--- src/hdl/inr_pkg.sv ---
// Constants, register map and shared types of the inrush detector.
// Assumes a single clock domain and an AHB-Lite master holding whole-word transfers.
package inr_pkg;

	// Widths of measured magnitudes, the two settings, products, the event count and register offsets.
	localparam int MAG_W   = 16;
	localparam int RATIO_W = 6;
	localparam int MIN_W   = 7;
	localparam int PROD_W  = 24;
	localparam int CNT_W   = 16;
	localparam int ADDR_W  = 5;

	// Register byte offsets.
	localparam logic [ADDR_W-1:0] OFS_CTRL   = 5'h00;
	localparam logic [ADDR_W-1:0] OFS_RATIO  = 5'h04;
	localparam logic [ADDR_W-1:0] OFS_MINLVL = 5'h08;
	localparam logic [ADDR_W-1:0] OFS_RATED  = 5'h0C;
	localparam logic [ADDR_W-1:0] OFS_FLAGS  = 5'h10;
	localparam logic [ADDR_W-1:0] OFS_EVSTAT = 5'h14;
	localparam logic [ADDR_W-1:0] OFS_EVMASK = 5'h18;
	localparam logic [ADDR_W-1:0] OFS_EVCNT  = 5'h1C;

	// Field positions.
	localparam int CTRL_OP_BIT    = 0;
	localparam int FLAGS_ANY_BIT  = 3;
	localparam int FLAGS_BLK_BIT  = 4;
	localparam int FLAGS_OP_BIT   = 5;
	localparam int EV_ON_BIT      = 0;
	localparam int EV_OFF_BIT     = 1;
	localparam int EV_W           = 2;

	// Setting limits, reset values and the percent scale.
	localparam logic [RATIO_W-1:0] RATIO_LO  = 6'h05;
	localparam logic [RATIO_W-1:0] RATIO_HI  = 6'h32;
	localparam logic [RATIO_W-1:0] RATIO_RST = 6'h0F;
	localparam logic [MIN_W-1:0]   MINLVL_LO  = 7'h14;
	localparam logic [MIN_W-1:0]   MINLVL_HI  = 7'h64;
	localparam logic [MIN_W-1:0]   MINLVL_RST = 7'h1E;
	localparam logic [MAG_W-1:0]   RATED_RST  = 16'h1000;
	localparam logic [MIN_W-1:0]   PCT_SCALE  = 7'h64;

	// One-hot states of the bus slave.
	typedef enum logic [2:0] {
		INR_BUS_IDLE   = 3'b001,
		INR_BUS_ACCESS = 3'b010,
		INR_BUS_DONE   = 3'b100
	} inr_bus_e;

	// True when a*b is strictly greater than c*d, all unsigned.
	function automatic logic inr_prod_gt(input logic [MAG_W-1:0] a, input logic [MIN_W-1:0] b,
		input logic [MAG_W-1:0] c, input logic [MIN_W-1:0] d);
		logic [PROD_W-1:0] lhs;
		logic [PROD_W-1:0] rhs;
		lhs = PROD_W'(a) * PROD_W'(b);
		rhs = PROD_W'(c) * PROD_W'(d);
		return lhs > rhs;
	endfunction

endpackage

--- src/hdl/inr_phase_if.sv ---
// Interface carrying one phase's measurements, settings and flag between top and comparator.
// Assumes the top drives every input each cycle.
`timescale 1ns/10ps
interface inr_phase_if;
	import inr_pkg::*;
	logic [MAG_W-1:0]   fund;
	logic [MAG_W-1:0]   harm;
	logic               strobe;
	logic               enable;
	logic [RATIO_W-1:0] ratio;
	logic [MIN_W-1:0]   min_level;
	logic [MAG_W-1:0]   rated;
	logic               flag_d;
	logic               flag;

	modport top (output fund, harm, strobe, enable, ratio, min_level, rated,
		input flag_d, flag);
	modport cmp (input fund, harm, strobe, enable, ratio, min_level, rated,
		output flag_d, flag);
endinterface

--- src/hdl/inr_phase_cmp.sv ---
// Per-phase inrush decision: second harmonic against fundamental, gated by a floor level.
// Assumes magnitudes are steady while the sample strobe is high.
`timescale 1ns/10ps
module inr_phase_cmp
	import inr_pkg::*;
(
	input wire logic hclk,
	input wire logic hresetn,
	inr_phase_if.cmp ph
);

	typedef struct packed {
		logic flag;
	} inr_cmp_s;

	inr_cmp_s st_q;
	inr_cmp_s st_d;
	logic     above_floor;
	logic     ratio_hit;

	// Compare without dividing: 100*harm > ratio*fund, 100*fund > min*rated.
	assign above_floor = inr_prod_gt(ph.fund, PCT_SCALE, ph.rated, ph.min_level);
	assign ratio_hit   = inr_prod_gt(ph.harm, PCT_SCALE, ph.fund, MIN_W'(ph.ratio));

	// Flag follows the strobe and is cleared at once when disabled.
	always_comb begin
		st_d = st_q;
		if (!ph.enable) begin
			st_d.flag = 1'b0;
		end else if (ph.strobe) begin
			st_d.flag = above_floor & ratio_hit;
		end
	end

	// State register.
	always_ff @(posedge hclk or negedge hresetn) begin
		if (!hresetn) begin
			st_q <= '0;
		end else begin
			st_q <= st_d;
		end
	end

	assign ph.flag_d = st_d.flag;
	assign ph.flag   = st_q.flag;

endmodule // inr_phase_cmp

--- src/hdl/inr_detector.sv ---
// Top of the three-phase second-harmonic inrush detector with its AHB-Lite register slave.
// Assumes the Fourier stage drives magnitudes and a one-cycle sample strobe on hclk.
`timescale 1ns/10ps
module inr_detector
	import inr_pkg::*;
#(
	parameter int                 NPH       = 3,
	parameter logic [MAG_W-1:0]   RATED_DEF = RATED_RST
)(
	input  wire logic                      hclk,
	input  wire logic                      hresetn,
	// AHB-Lite slave.
	input  wire logic                      hsel,
	input  wire logic [31:0]               haddr,
	input  wire logic [1:0]                htrans,
	input  wire logic                      hwrite,
	input  wire logic [2:0]                hsize,
	input  wire logic [31:0]               hwdata,
	input  wire logic                      hready,
	output logic                           hreadyout,
	output logic                           hresp,
	output logic [31:0]                    hrdata,
	// Measurement stage.
	input  wire logic [NPH-1:0][MAG_W-1:0] phase_fund,
	input  wire logic [NPH-1:0][MAG_W-1:0] phase_harm,
	input  wire logic                      sample_strobe,
	// User logic block input.
	input  wire logic                      inrush_block_input,
	// Flags and events.
	output logic                           phase_a_inrush_flag,
	output logic                           phase_b_inrush_flag,
	output logic                           phase_c_inrush_flag,
	output logic                           any_phase_inrush_flag,
	output logic                           inrush_state_event,
	output logic                           inrush_state_value,
	output logic                           irq
);

	// Whole state of the top in one record.
	typedef struct packed {
		inr_bus_e           bus;
		logic [ADDR_W-1:0]  addr;
		logic               write;
		logic               op_on;
		logic [RATIO_W-1:0] ratio;
		logic [MIN_W-1:0]   minlvl;
		logic [MAG_W-1:0]   rated;
		logic [EV_W-1:0]    evstat;
		logic [EV_W-1:0]    evmask;
		logic [CNT_W-1:0]   evcnt;
		logic               any;
		logic               ev;
		logic               ev_val;
		logic [31:0]        rdata;
		logic               irq;
	} inr_top_s;

	inr_top_s st_q;
	inr_top_s st_d;

	inr_phase_if ph [NPH] ();

	logic             enable;
	logic [NPH-1:0]   flag_d;
	logic [NPH-1:0]   flag_q;
	logic             any_d;
	logic             addr_take;
	logic [EV_W-1:0]  ev_new;

	// Clamp a written ratio into its legal range.
	function automatic logic [RATIO_W-1:0] clamp_ratio(input logic [31:0] v);
		logic [RATIO_W-1:0] r;
		if (v < 32'(RATIO_LO)) begin
			r = RATIO_LO;
		end else if (v > 32'(RATIO_HI)) begin
			r = RATIO_HI;
		end else begin
			r = v[RATIO_W-1:0];
		end
		return r;
	endfunction

	// Clamp a written minimum level into its legal range.
	function automatic logic [MIN_W-1:0] clamp_min(input logic [31:0] v);
		logic [MIN_W-1:0] r;
		if (v < 32'(MINLVL_LO)) begin
			r = MINLVL_LO;
		end else if (v > 32'(MINLVL_HI)) begin
			r = MINLVL_HI;
		end else begin
			r = v[MIN_W-1:0];
		end
		return r;
	endfunction

	// Function is live only when switched on and not blocked.
	assign enable = st_q.op_on & ~inrush_block_input;

	// One comparator per phase, each with its own measurements.
	for (genvar i = 0; i < NPH; i++) begin : g_phase
		assign ph[i].fund      = phase_fund[i];
		assign ph[i].harm      = phase_harm[i];
		assign ph[i].strobe    = sample_strobe;
		assign ph[i].enable    = enable;
		assign ph[i].ratio     = st_q.ratio;
		assign ph[i].min_level = st_q.minlvl;
		assign ph[i].rated     = st_q.rated;
		assign flag_d[i]       = ph[i].flag_d;
		assign flag_q[i]       = ph[i].flag;

		inr_phase_cmp u_cmp (
			.hclk    (hclk),
			.hresetn (hresetn),
			.ph      (ph[i])
		);
	end

	// General flag uses next phase values so it moves in the same cycle as them.
	assign any_d = enable & (|flag_d);

	// A change of the general flag gives an on or an off event.
	assign ev_new[EV_ON_BIT]  = any_d & ~st_q.any;
	assign ev_new[EV_OFF_BIT] = ~any_d & st_q.any;

	// An address phase is taken only while no data phase is stalling.
	assign addr_take = hsel & htrans[1] & hready & (st_q.bus != INR_BUS_ACCESS);

	// Next state: bus slave, settings, detector outputs and events.
	always_comb begin
		st_d        = st_q;
		st_d.any    = any_d;
		st_d.ev     = |ev_new;
		st_d.ev_val = any_d;
		if (|ev_new) begin
			st_d.evcnt = st_q.evcnt + CNT_W'(1);
		end

		// Bus sequencing: one stall cycle, then a ready cycle.
		unique case (st_q.bus)
			INR_BUS_IDLE, INR_BUS_DONE: begin
				st_d.bus = INR_BUS_IDLE;
				if (addr_take) begin
					st_d.bus   = INR_BUS_ACCESS;
					st_d.addr  = haddr[ADDR_W-1:0];
					st_d.write = hwrite;
				end
			end
			INR_BUS_ACCESS: begin
				st_d.bus   = INR_BUS_DONE;
				st_d.rdata = 32'h0000_0000;
				if (st_q.write) begin
					unique case (st_q.addr)
						OFS_CTRL:   st_d.op_on  = hwdata[CTRL_OP_BIT];
						OFS_RATIO:  st_d.ratio  = clamp_ratio(hwdata);
						OFS_MINLVL: st_d.minlvl = clamp_min(hwdata);
						OFS_RATED:  st_d.rated  = hwdata[MAG_W-1:0];
						OFS_EVMASK: st_d.evmask = hwdata[EV_W-1:0];
						default: ;
					endcase
				end else begin
					unique case (st_q.addr)
						OFS_CTRL:   st_d.rdata[CTRL_OP_BIT] = st_q.op_on;
						OFS_RATIO:  st_d.rdata[RATIO_W-1:0] = st_q.ratio;
						OFS_MINLVL: st_d.rdata[MIN_W-1:0]   = st_q.minlvl;
						OFS_RATED:  st_d.rdata[MAG_W-1:0]   = st_q.rated;
						OFS_FLAGS: begin
							st_d.rdata[NPH-1:0]       = flag_q;
							st_d.rdata[FLAGS_ANY_BIT] = st_q.any;
							st_d.rdata[FLAGS_BLK_BIT] = inrush_block_input;
							st_d.rdata[FLAGS_OP_BIT]  = st_q.op_on;
						end
						OFS_EVSTAT: begin
							st_d.rdata[EV_W-1:0] = st_q.evstat;
							st_d.evstat          = '0;
						end
						OFS_EVMASK: st_d.rdata[EV_W-1:0]  = st_q.evmask;
						OFS_EVCNT:  st_d.rdata[CNT_W-1:0] = st_q.evcnt;
						default: ;
					endcase
				end
			end
			default: begin
				st_d.bus = INR_BUS_IDLE;
			end
		endcase

		// New events set after any read-clear, so a set in the clearing cycle wins.
		st_d.evstat = st_d.evstat | ev_new;
		st_d.irq    = |(st_d.evstat & st_d.evmask);
	end

	// State register with documented reset values.
	always_ff @(posedge hclk or negedge hresetn) begin
		if (!hresetn) begin
			st_q        <= '0;
			st_q.bus    <= INR_BUS_IDLE;
			st_q.ratio  <= RATIO_RST;
			st_q.minlvl <= MINLVL_RST;
			st_q.rated  <= RATED_DEF;
		end else begin
			st_q <= st_d;
		end
	end

	// Bus answers: stall during the access cycle, always OKAY.
	assign hreadyout = (st_q.bus != INR_BUS_ACCESS);
	assign hresp     = 1'b0;
	assign hrdata    = st_q.rdata;

	// Flag and event outputs, all from flip-flops.
	assign phase_a_inrush_flag   = flag_q[0];
	assign phase_b_inrush_flag   = flag_q[1];
	assign phase_c_inrush_flag   = flag_q[2];
	assign any_phase_inrush_flag = st_q.any;
	assign inrush_state_event    = st_q.ev;
	assign inrush_state_value    = st_q.ev_val;
	assign irq                   = st_q.irq;

endmodule // inr_detector

--- config.mk ---
export PLATFORM = sky130hd
export DESIGN_NAME = inr_detector
export DESIGN_NICKNAME = d
export VERILOG_FILES = /design/src/hdl/inr_pkg.sv /design/src/hdl/inr_phase_if.sv /design/src/hdl/inr_phase_cmp.sv /design/src/hdl/inr_detector.sv
export SDC_FILE = /design/constraint.sdc
export NUM_CORES = 2
export LEC_CHECK = 0
export BUFFER_PORTS_ARGS = -buffer_cell sky130_fd_sc_hd__buf_2
export CAP_MARGIN = 0
export CELL_PAD_IN_SITES_DETAIL_PLACEMENT = 0
export CELL_PAD_IN_SITES_GLOBAL_PLACEMENT = 1
export CORE_AREA = 2 2 282 284
export DETAILED_ROUTE_END_ITERATION = 7
export DIE_AREA = 0 0 284 286
export GPL_ROUTABILITY_DRIVEN = 0
export MAX_ROUTING_LAYER = met4
export PLACE_DENSITY_LB_ADDON = 0.1
export RECOVER_POWER = 25
export SLEW_MARGIN = 20
export SYNTH_ARGS = -nofsm -noshare
export SYNTH_HDL_FRONTEND = slang
export SYNTH_HIERARCHICAL = 1
export SYNTH_SLANG_ARGS = --single-unit
--- constraint.sdc ---
create_clock -name hclk -period 7.95 [get_ports hclk]
set_input_delay 0.3975 -clock hclk [delete_from_list [all_inputs] [get_ports hclk]]
set_output_delay 0.3975 -clock hclk [all_outputs]
set_load 0.1 [all_outputs]
-- Yosys cells after proc, flatten, opt, wreduce, memory -nomap -nowiden
Index checks and enable logic that the tools add are counted.
- register bits: 81
- word-level logic and storage cells: 97
- $add $sub $neg: 1
- multipliers: 10
- $lt $le $gt $ge: 10
- eq/ne operators: 11
- muxes and demuxes: 23
- bitwise operators: 15
- reduce and logical (&&, ||, !) cells: 10
- operators with widths (operator ; number):
    16-bit by 5-bit multiplier with 21-bit output, second input constant ; 6
    23-bit by 22-bit > comparator with 1-bit output ; 3
    23-bit > comparator ; 3
    16-bit by 6-bit multiplier with 22-bit output ; 3
    32-bit by 6-bit > comparator with 1-bit output, second input constant ; 1
    32-bit by 7-bit > comparator with 1-bit output, second input constant ; 1
    32-bit by 3-bit < comparator with 1-bit output, second input constant ; 1
    32-bit by 5-bit < comparator with 1-bit output, second input constant ; 1
    16-bit by 7-bit multiplier with 23-bit output ; 1
    5-bit == test, second input constant ; 4
    4-bit one-hot mux with 5 select lines ; 1
    9-bit one-hot mux with 2 select lines ; 1
    16-bit by 1-bit adder with 16-bit output, second input constant ; 1
    16-bit 2-to-1 mux ; 1
    7-bit 2-to-1 mux ; 2
    6-bit 2-to-1 mux ; 2
    3-bit AND reduction ; 4
    1-bit AND ; 10
    5-bit by 4-bit == test with 1-bit output, second input constant ; 2
    2-bit 2-to-1 mux ; 4
    8-bit 2-to-1 mux ; 1
    1-bit one-hot mux with 8 select lines ; 1
    1-bit one-hot mux with 7 select lines ; 1
    1-bit 2-to-1 mux ; 6
    15 further kinds ; 19

-- Longest topological paths before layout
- word-level depth: 12
- gate-level depth with buffers: 36

-- Cells and area by module
The synthesis kept the hierarchy.
- by module, submodules not included (module ; times used ; cells an instance ; area an instance (µm²)):
    inr_phase_cmp at g_phase[0].u_cmp ; 1 ; 1283 ; 10483.8
    inr_phase_cmp at g_phase[1].u_cmp ; 1 ; 1237 ; 10261.1
    inr_phase_cmp at g_phase[2].u_cmp ; 1 ; 1237 ; 10212.3
    inr_detector ; 1 ; 360 ; 3963.8

-- Worst setup path before layout
Ideal clock, no wire load.
- kind: register -> register
- start: register st_q, in the netlist ph[0].min_level[2]
- end: register st_q[51] in the netlist's numbering
- setup time: 0.079 ns
- data arrival time: 7.555 ns
- data required time: 7.871 ns
- setup slack: 0.316 ns
- cell stages (with the launch flop): 33
- buffers on the path: 1
- path through: dfstp_2 -> clkbuf_1 -> and2_1 -> fa_1 -> fa_1 -> fa_1 -> inv_1 -> fa_1 -> inv_1 -> ha_1 -> a21o_1 -> a21oi_1 -> o22a_1 -> o21ai_0 -> o41ai_2 -> o211ai_1 -> o41ai_1 -> o21ai_0 -> xnor2_1 -> ha_1 -> a21o_1 -> a21oi_1 -> o2111ai_1 -> nand4_1 -> o21ai_0 -> o31ai_1 -> inv_1 -> ha_1 -> and4b_1 -> and3_1 -> nand3_1 -> nor2_1 -> xor2_1
- longest elaborated chain between the ends: 10
- elaborated cells between the ends (all ways): 19
- classes of those cells: 1 x mul; 3 x order compare; 6 x mux; 7 x bitwise; 2 x reduce/logical
- ends and longest elaborated chain (what ; RTL line ; RTL):
    from (decl) ; inr_detector.sv:58 ; inr_top_s st_q;
    from (signal assigned) ; inr_detector.sv:201 ; st_q <= st_d;
    16-bit by 7-bit multiplier with 23-bit output (*) ; inr_pkg.sv:55 ; rhs = PROD_W'(c) * PROD_W'(d);
    23-bit > comparator (*) ; inr_pkg.sv:56 ; return lhs > rhs;
    1-bit AND (*) ; inr_phase_cmp.sv:31 ; st_d.flag = above_floor & ratio_hit;
    1-bit 2-to-1 mux (*) ; inr_phase_cmp.sv:30 ; end else if (ph.strobe) begin
    1-bit 2-to-1 mux (*) ; inr_phase_cmp.sv:28 ; if (!ph.enable) begin
    via ph[1].flag_d ; inr_phase_if.sv:13 ; logic flag_d;
    3-bit OR reduction (*) ; inr_detector.sv:119 ; assign any_d = enable & (|flag_d);
    1-bit AND (*) ; inr_detector.sv:119 ;
    via any_d ; inr_detector.sv:66 ; logic any_d;
    1-bit inverter ; inr_detector.sv:123 ; assign ev_new[EV_OFF_BIT] = ~any_d & st_q.any;
    1-bit AND ; inr_detector.sv:123 ;
    2-bit OR reduction (*) ; inr_detector.sv:134 ; if (|ev_new) begin
Mark *: on every way through the listed nets, which the timed path passes. The rest lies on a longest branch.
A chain may end at the register's enable or synchronous reset.

-- Worst setup path after layout
- start: register st_q, in the netlist ph[0].min_level[4]
- end: register st_q[44] in the netlist's numbering
- longest elaborated chain between the ends: 10
- elaborated cells between the ends (all ways): 19
- classes of those cells: 1 x mul; 3 x order compare; 6 x mux; 7 x bitwise; 2 x reduce/logical
- ends and longest elaborated chain (what ; RTL line):
    16-bit by 7-bit multiplier with 23-bit output (*) ; inr_pkg.sv:55
    23-bit > comparator (*) ; inr_pkg.sv:56
    1-bit AND (*) ; inr_phase_cmp.sv:31
    1-bit 2-to-1 mux (*) ; inr_phase_cmp.sv:30
    1-bit 2-to-1 mux (*) ; inr_phase_cmp.sv:28
    via ph[0].flag_d ; inr_phase_if.sv:13
    3-bit OR reduction (*) ; inr_detector.sv:119
    1-bit AND (*) ; inr_detector.sv:119
    via any_d ; inr_detector.sv:66
    1-bit inverter ; inr_detector.sv:123
    1-bit AND ; inr_detector.sv:123
    2-bit OR reduction (*) ; inr_detector.sv:134
Marks and branches as above.

==> impl_metrics.prom <==
# TYPE chip_impl_metric gauge
chip_impl_info{name="critical_path.startpoint_type",value="flop"} 1
chip_impl_metric{name="slew_violations",unit=""} 31
chip_impl_metric{name="overflow_left_after_global_routing",unit=""} 0
chip_impl_info{name="dominant_cell_type_by_area_after_synthesis",value="sky130_fd_sc_hd__fa_1"} 1
chip_impl_info{name="layout_commonest_cell",value="sky130_fd_sc_hd__inv_1"} 1
chip_impl_metric{name="drc_violation_count_after_routing",unit=""} 0
chip_impl_metric{name="final-hold-violation-count",unit=""} 0
chip_impl_metric{name="vias_per_cell",unit=""} 5.08
chip_impl_info{name="root_buffer",value="sky130_fd_sc_hd__clkbuf_16"} 1
chip_impl_info{name="crit_family",value="adder cells"} 1
chip_impl_metric{name="number_of_buffer_and_inverter_instances_along_the_worst_setup_path",unit=""} 9
chip_impl_metric{name="timing.reg2reg.setup_slack",unit="ns"} 0.37
chip_impl_metric{name="clock.fmax",unit="MHz"} 132
chip_impl_metric{name="seqPwrFrac",unit=""} 0.076
chip_impl_metric{name="cts.sink_count",unit=""} 81
chip_impl_metric{name="int_power",unit="mW"} 3.42
chip_impl_info{name="setup.worst_path.class",value="flop to flop"} 1
chip_impl_metric{name="timing.clock.skew",unit="ns"} 0.00893
chip_impl_metric{name="design.portCount",unit=""} 213
chip_impl_metric{name="power-per-cell-area",unit="nW/um^2"} 175
chip_impl_metric{name="fin_crit_sh",unit=""} 0.954
chip_impl_metric{name="register_to_register_path_depth",unit=""} 35
chip_impl_info{name="violations",value="capacitance limit, slew limit"} 1
chip_impl_metric{name="start_util",unit=""} 0.446
chip_impl_metric{name="slew-limit-headroom",unit=""} -0.106
chip_impl_info{name="worst_min_delay_path_class",value="primary input to flop"} 1
chip_impl_metric{name="post-route-util",unit=""} 0.506
chip_impl_metric{name="crit_path_max_fanout",unit=""} 8
chip_impl_metric{name="antenna_left",unit=""} 0
chip_impl_metric{name="setup_violations",unit=""} 0
chip_impl_info{name="regToRegEndpoint",value="st_q[44]$_DFFE_PN0P_"} 1
chip_impl_metric{name="fin_cells",unit=""} 5482
chip_impl_metric{name="final.min_clock_period",unit="ns"} 7.58
chip_impl_metric{name="grt_start_max_net_pins",unit=""} 53
chip_impl_metric{name="cpPeakStageDelay",unit="ns"} 0.67
chip_impl_metric{name="synth.yosys.seq_area_share",unit=""} 0.0584
chip_impl_metric{name="worstMarginPinSlew",unit="ns"} 1.66
chip_impl_metric{name="ctsHtreeMaxLevel",unit=""} 3
chip_impl_metric{name="p_comb_frac",unit=""} 0.860
chip_impl_metric{name="cts-root-to-sink-buffers",unit=""} 2
chip_impl_metric{name="crit_required",unit="ns"} 8.17
chip_impl_metric{name="synth_top_area_share",unit=""} 0.255
chip_impl_info{name="min_from",value="haddr[0]"} 1
chip_impl_metric{name="die-area",unit="sq um"} 81200
chip_impl_info{name="crit_path_top_delay_cell",value="sky130_fd_sc_hd__dfstp_2"} 1
chip_impl_metric{name="initialDrtViolationCount",unit=""} 974
chip_impl_metric{name="core_area",unit="sq um"} 78400
chip_impl_metric{name="synth_enable_flop_cells",unit=""} 0
chip_impl_metric{name="worst_hold_slack",unit="ns"} 0.285
chip_impl_metric{name="fillerInstances",unit=""} 7822
chip_impl_info{name="critical_path.endpoint_type",value="flop"} 1
chip_impl_metric{name="netlist-cell-type-count",unit=""} 98
chip_impl_metric{name="detailedPlacementHpwl",unit="um"} 69900
chip_impl_metric{name="clk_transition_reported_paths",unit="ns"} 0.06
chip_impl_metric{name="via_count_of_the_first_global_routing_pass",unit=""} 28200
chip_impl_metric{name="synthArstFlopShare",unit=""} 1.00
chip_impl_metric{name="grt_usage",unit=""} 0.213
chip_impl_metric{name="route.final.wire_length",unit="um"} 83700
chip_impl_metric{name="worst-path-stages",unit=""} 35
chip_impl_info{name="run_status",value="complete, but fails checks"} 1
chip_impl_metric{name="tritoncts.num_buffers",unit=""} 9
chip_impl_metric{name="cap_violations",unit=""} 1
chip_impl_metric{name="leakagePower",unit="nW"} 21.0
chip_impl_metric{name="synth_area",unit="sq um"} 34900
chip_impl_metric{name="synthesis.instances",unit=""} 4117
chip_impl_metric{name="total_of_flip_flops_plus_latches_after_synthesis",unit=""} 81
chip_impl_metric{name="post-route-cell-area",unit="sq um"} 39600
chip_impl_metric{name="min_delay_path_depth",unit=""} 2
chip_impl_info{name="yosys_most_used_dff",value="sky130_fd_sc_hd__dfrtp_1"} 1
chip_impl_metric{name="power_switching_share",unit=""} 0.506
chip_impl_metric{name="numPlacedInstances",unit=""} 5408
chip_impl_metric{name="mean_routed_wirelength_per_cell",unit="um"} 15.3
chip_impl_metric{name="power_switching",unit="mW"} 3.51
chip_impl_metric{name="yosys_warnings",unit=""} 6
chip_impl_metric{name="clock_power_share",unit=""} 0.064
chip_impl_metric{name="insertedDiodeCount",unit=""} 0
chip_impl_metric{name="portBuffers",unit=""} 164
chip_impl_metric{name="drt_pre_antenna_iters",unit=""} 6
chip_impl_metric{name="worst_slack",unit="ns"} 0.369
chip_impl_metric{name="post_route_cells_drive_above_1_share",unit=""} 0.132
chip_impl_metric{name="nets",unit=""} 5697
chip_impl_metric{name="placed_cell_area",unit="sq um"} 38000
chip_impl_metric{name="first_pass_grt_wire_length",unit="um"} 140000
chip_impl_metric{name="die_x",unit="um"} 284
chip_impl_metric{name="antenna_found_initial",unit=""} 1
chip_impl_metric{name="total_power",unit="mW"} 6.93
chip_impl_metric{name="cp.arrival",unit="ns"} 7.80
chip_impl_metric{name="insertion_delay",unit="ns"} 0.34
chip_impl_metric{name="synth_area_per_cell",unit="sq um"} 8.48
chip_impl_info{name="cts_tree",value="yes"} 1
chip_impl_metric{name="ir_drop",unit="mV"} 0.135
chip_impl_metric{name="die_height",unit="um"} 286
chip_impl_metric{name="vias",unit=""} 27900
chip_impl_info{name="layout.cells.most_common_list",value="797 x sky130_fd_sc_hd__inv_1, 626 x sky130_fd_sc_hd__ha_1, 441 x sky130_fd_sc_hd__fa_1"} 1
chip_impl_metric{name="floorplan.rows",unit=""} 103
chip_impl_metric{name="syn_to_final_growth",unit="%"} 13.5
chip_impl_info{name="synthTopCellsByArea",value="sky130_fd_sc_hd__fa_1 25%, sky130_fd_sc_hd__ha_1 23%, sky130_fd_sc_hd__inv_1 8.6%"} 1
chip_impl_info{name="r2r_start",value="ph[0].min_level[4]$_DFFE_PN1P_"} 1
chip_impl_metric{name="timing.setup.tns",unit="ns"} 0
chip_impl_info{name="timing.hold.worst_endpoint",value="st_q[87]$_DFFE_PN0P_"} 1
chip_impl_metric{name="dpl_worst_slack",unit="ns"} -0.278
[cell usage after synthesis (all sizes together), types with 12 or more instances]
cell type and instances:
a211oi 24, a21o 94, a21oi 169, a31oi 20, and2 324, and3 23
buf 41, clkbuf 46, dfrtp 71, fa 444, ha 654, inv 804
mux2 32, mux2i 13, nand2 423, nand2b 26, nand3 55, nand4 36
nor2 144, nor2b 31, nor3 47, nor4 17, o211ai 18, o21a 27
o21ai 126, o21bai 20, o31ai 14, or2 12, xnor2 118, xor2 79
[area by class of cell]
type	count	area, sq um	area share
Tap cell	1050	1310	0.0331
Timing Repair Buffer	370	2800	0.0706
Inverter	804	3020	0.0761
Clock inverter	6	83.8	0.00211
Clock buffer	10	229	0.00578
Sequential cell	81	2050	0.0518
Multi-Input combinational cell	3161	30100	0.760
[worst max-delay path by stage]
stage	startpoint	to	slack, ns
after floorplan	ph[0].min_level[2]$_DFFE_PN1P_	st_q[51]$_DFFE_PN0P_	0.32
after global placement	ph[0].min_level[5]$_DFFE_PN0P_	st_q[51]$_DFFE_PN0P_	-0.25
after detailed placement	ph[0].min_level[5]$_DFFE_PN0P_	st_q[51]$_DFFE_PN0P_	-0.28
after CTS	ph[0].min_level[2]$_DFFE_PN1P_	st_q[50]$_DFFE_PN0P_	0.002
after global routing	ph[0].min_level[2]$_DFFE_PN1P_	st_q[51]$_DFFE_PN0P_	-0.03
final	ph[0].min_level[4]$_DFFE_PN1P_	st_q[44]$_DFFE_PN0P_	0.37
[power groups by stage]
stage / clock network (mW) / logic (mW) / registers [mW]
floorplan: 0 / 4.36 / 0.549
global placement: 0 / 5.69 / 0.531
detailed placement: 0 / 5.71 / 0.532
CTS: 0.450 / 5.78 / 0.525
global route: 0.466 / 6.92 / 0.531
finish: 0.443 / 5.96 / 0.524
[what timing repair did]
action / CTS / global route
hold buffers: 1 / 0
buffers inserted: 9 / 44
endpoints found under the setup margin: 12 / 14
resized for setup: 14 / 180
pin swaps: 7 / 126
cloned: 2 / 3
hold endpoints to repair: 23 / 0
[per-layer routing]
metal / part of all wire / global-route usage / vias up
met2: 0.49 / 0.364 / 266
met1: 0.49 / 0.290 / 13600
met5: 0 / - / -
met3: 0.017 / 0.00710 / 37
met4: 0.010 / 0.0264 / 0
li1: - / - / 14000
[state kept, by name, indices dropped and copies added, names as in the netlist]
| signal | cells |
|---|---|
| inrush_state_event | 1 |
| ph.rated | 16 |
| inrush_state_value | 1 |
| st_q | 30 |
| ph.ratio | 6 |
| ph.min_level | 7 |
| irq | 1 |
| g_phase.u_cmp/ph.flag | 3 |
| hrdata | 16 |
[cell families (layout without fill, tap and decap cells)]
kind of cell / Yosys count / in the layout / synth area share
flip-flops: 81 / 81 / 0.0584
XOR/XNOR: 197 / 197 / 0.0494
AO/OA/AOI/OAI: 613 / 613 / 0.116
buffers and inverters: 891 / 1190 / 0.100
multiplexers: 46 / 46 / 0.0149
AND/OR/NAND/NOR: 1190 / 1190 / 0.173
other: 1 / 17 / 0.000107
adder cells (fa/ha/maj): 1098 / 1098 / 0.489
Note: power is estimated with default switching activity, not from simulation.
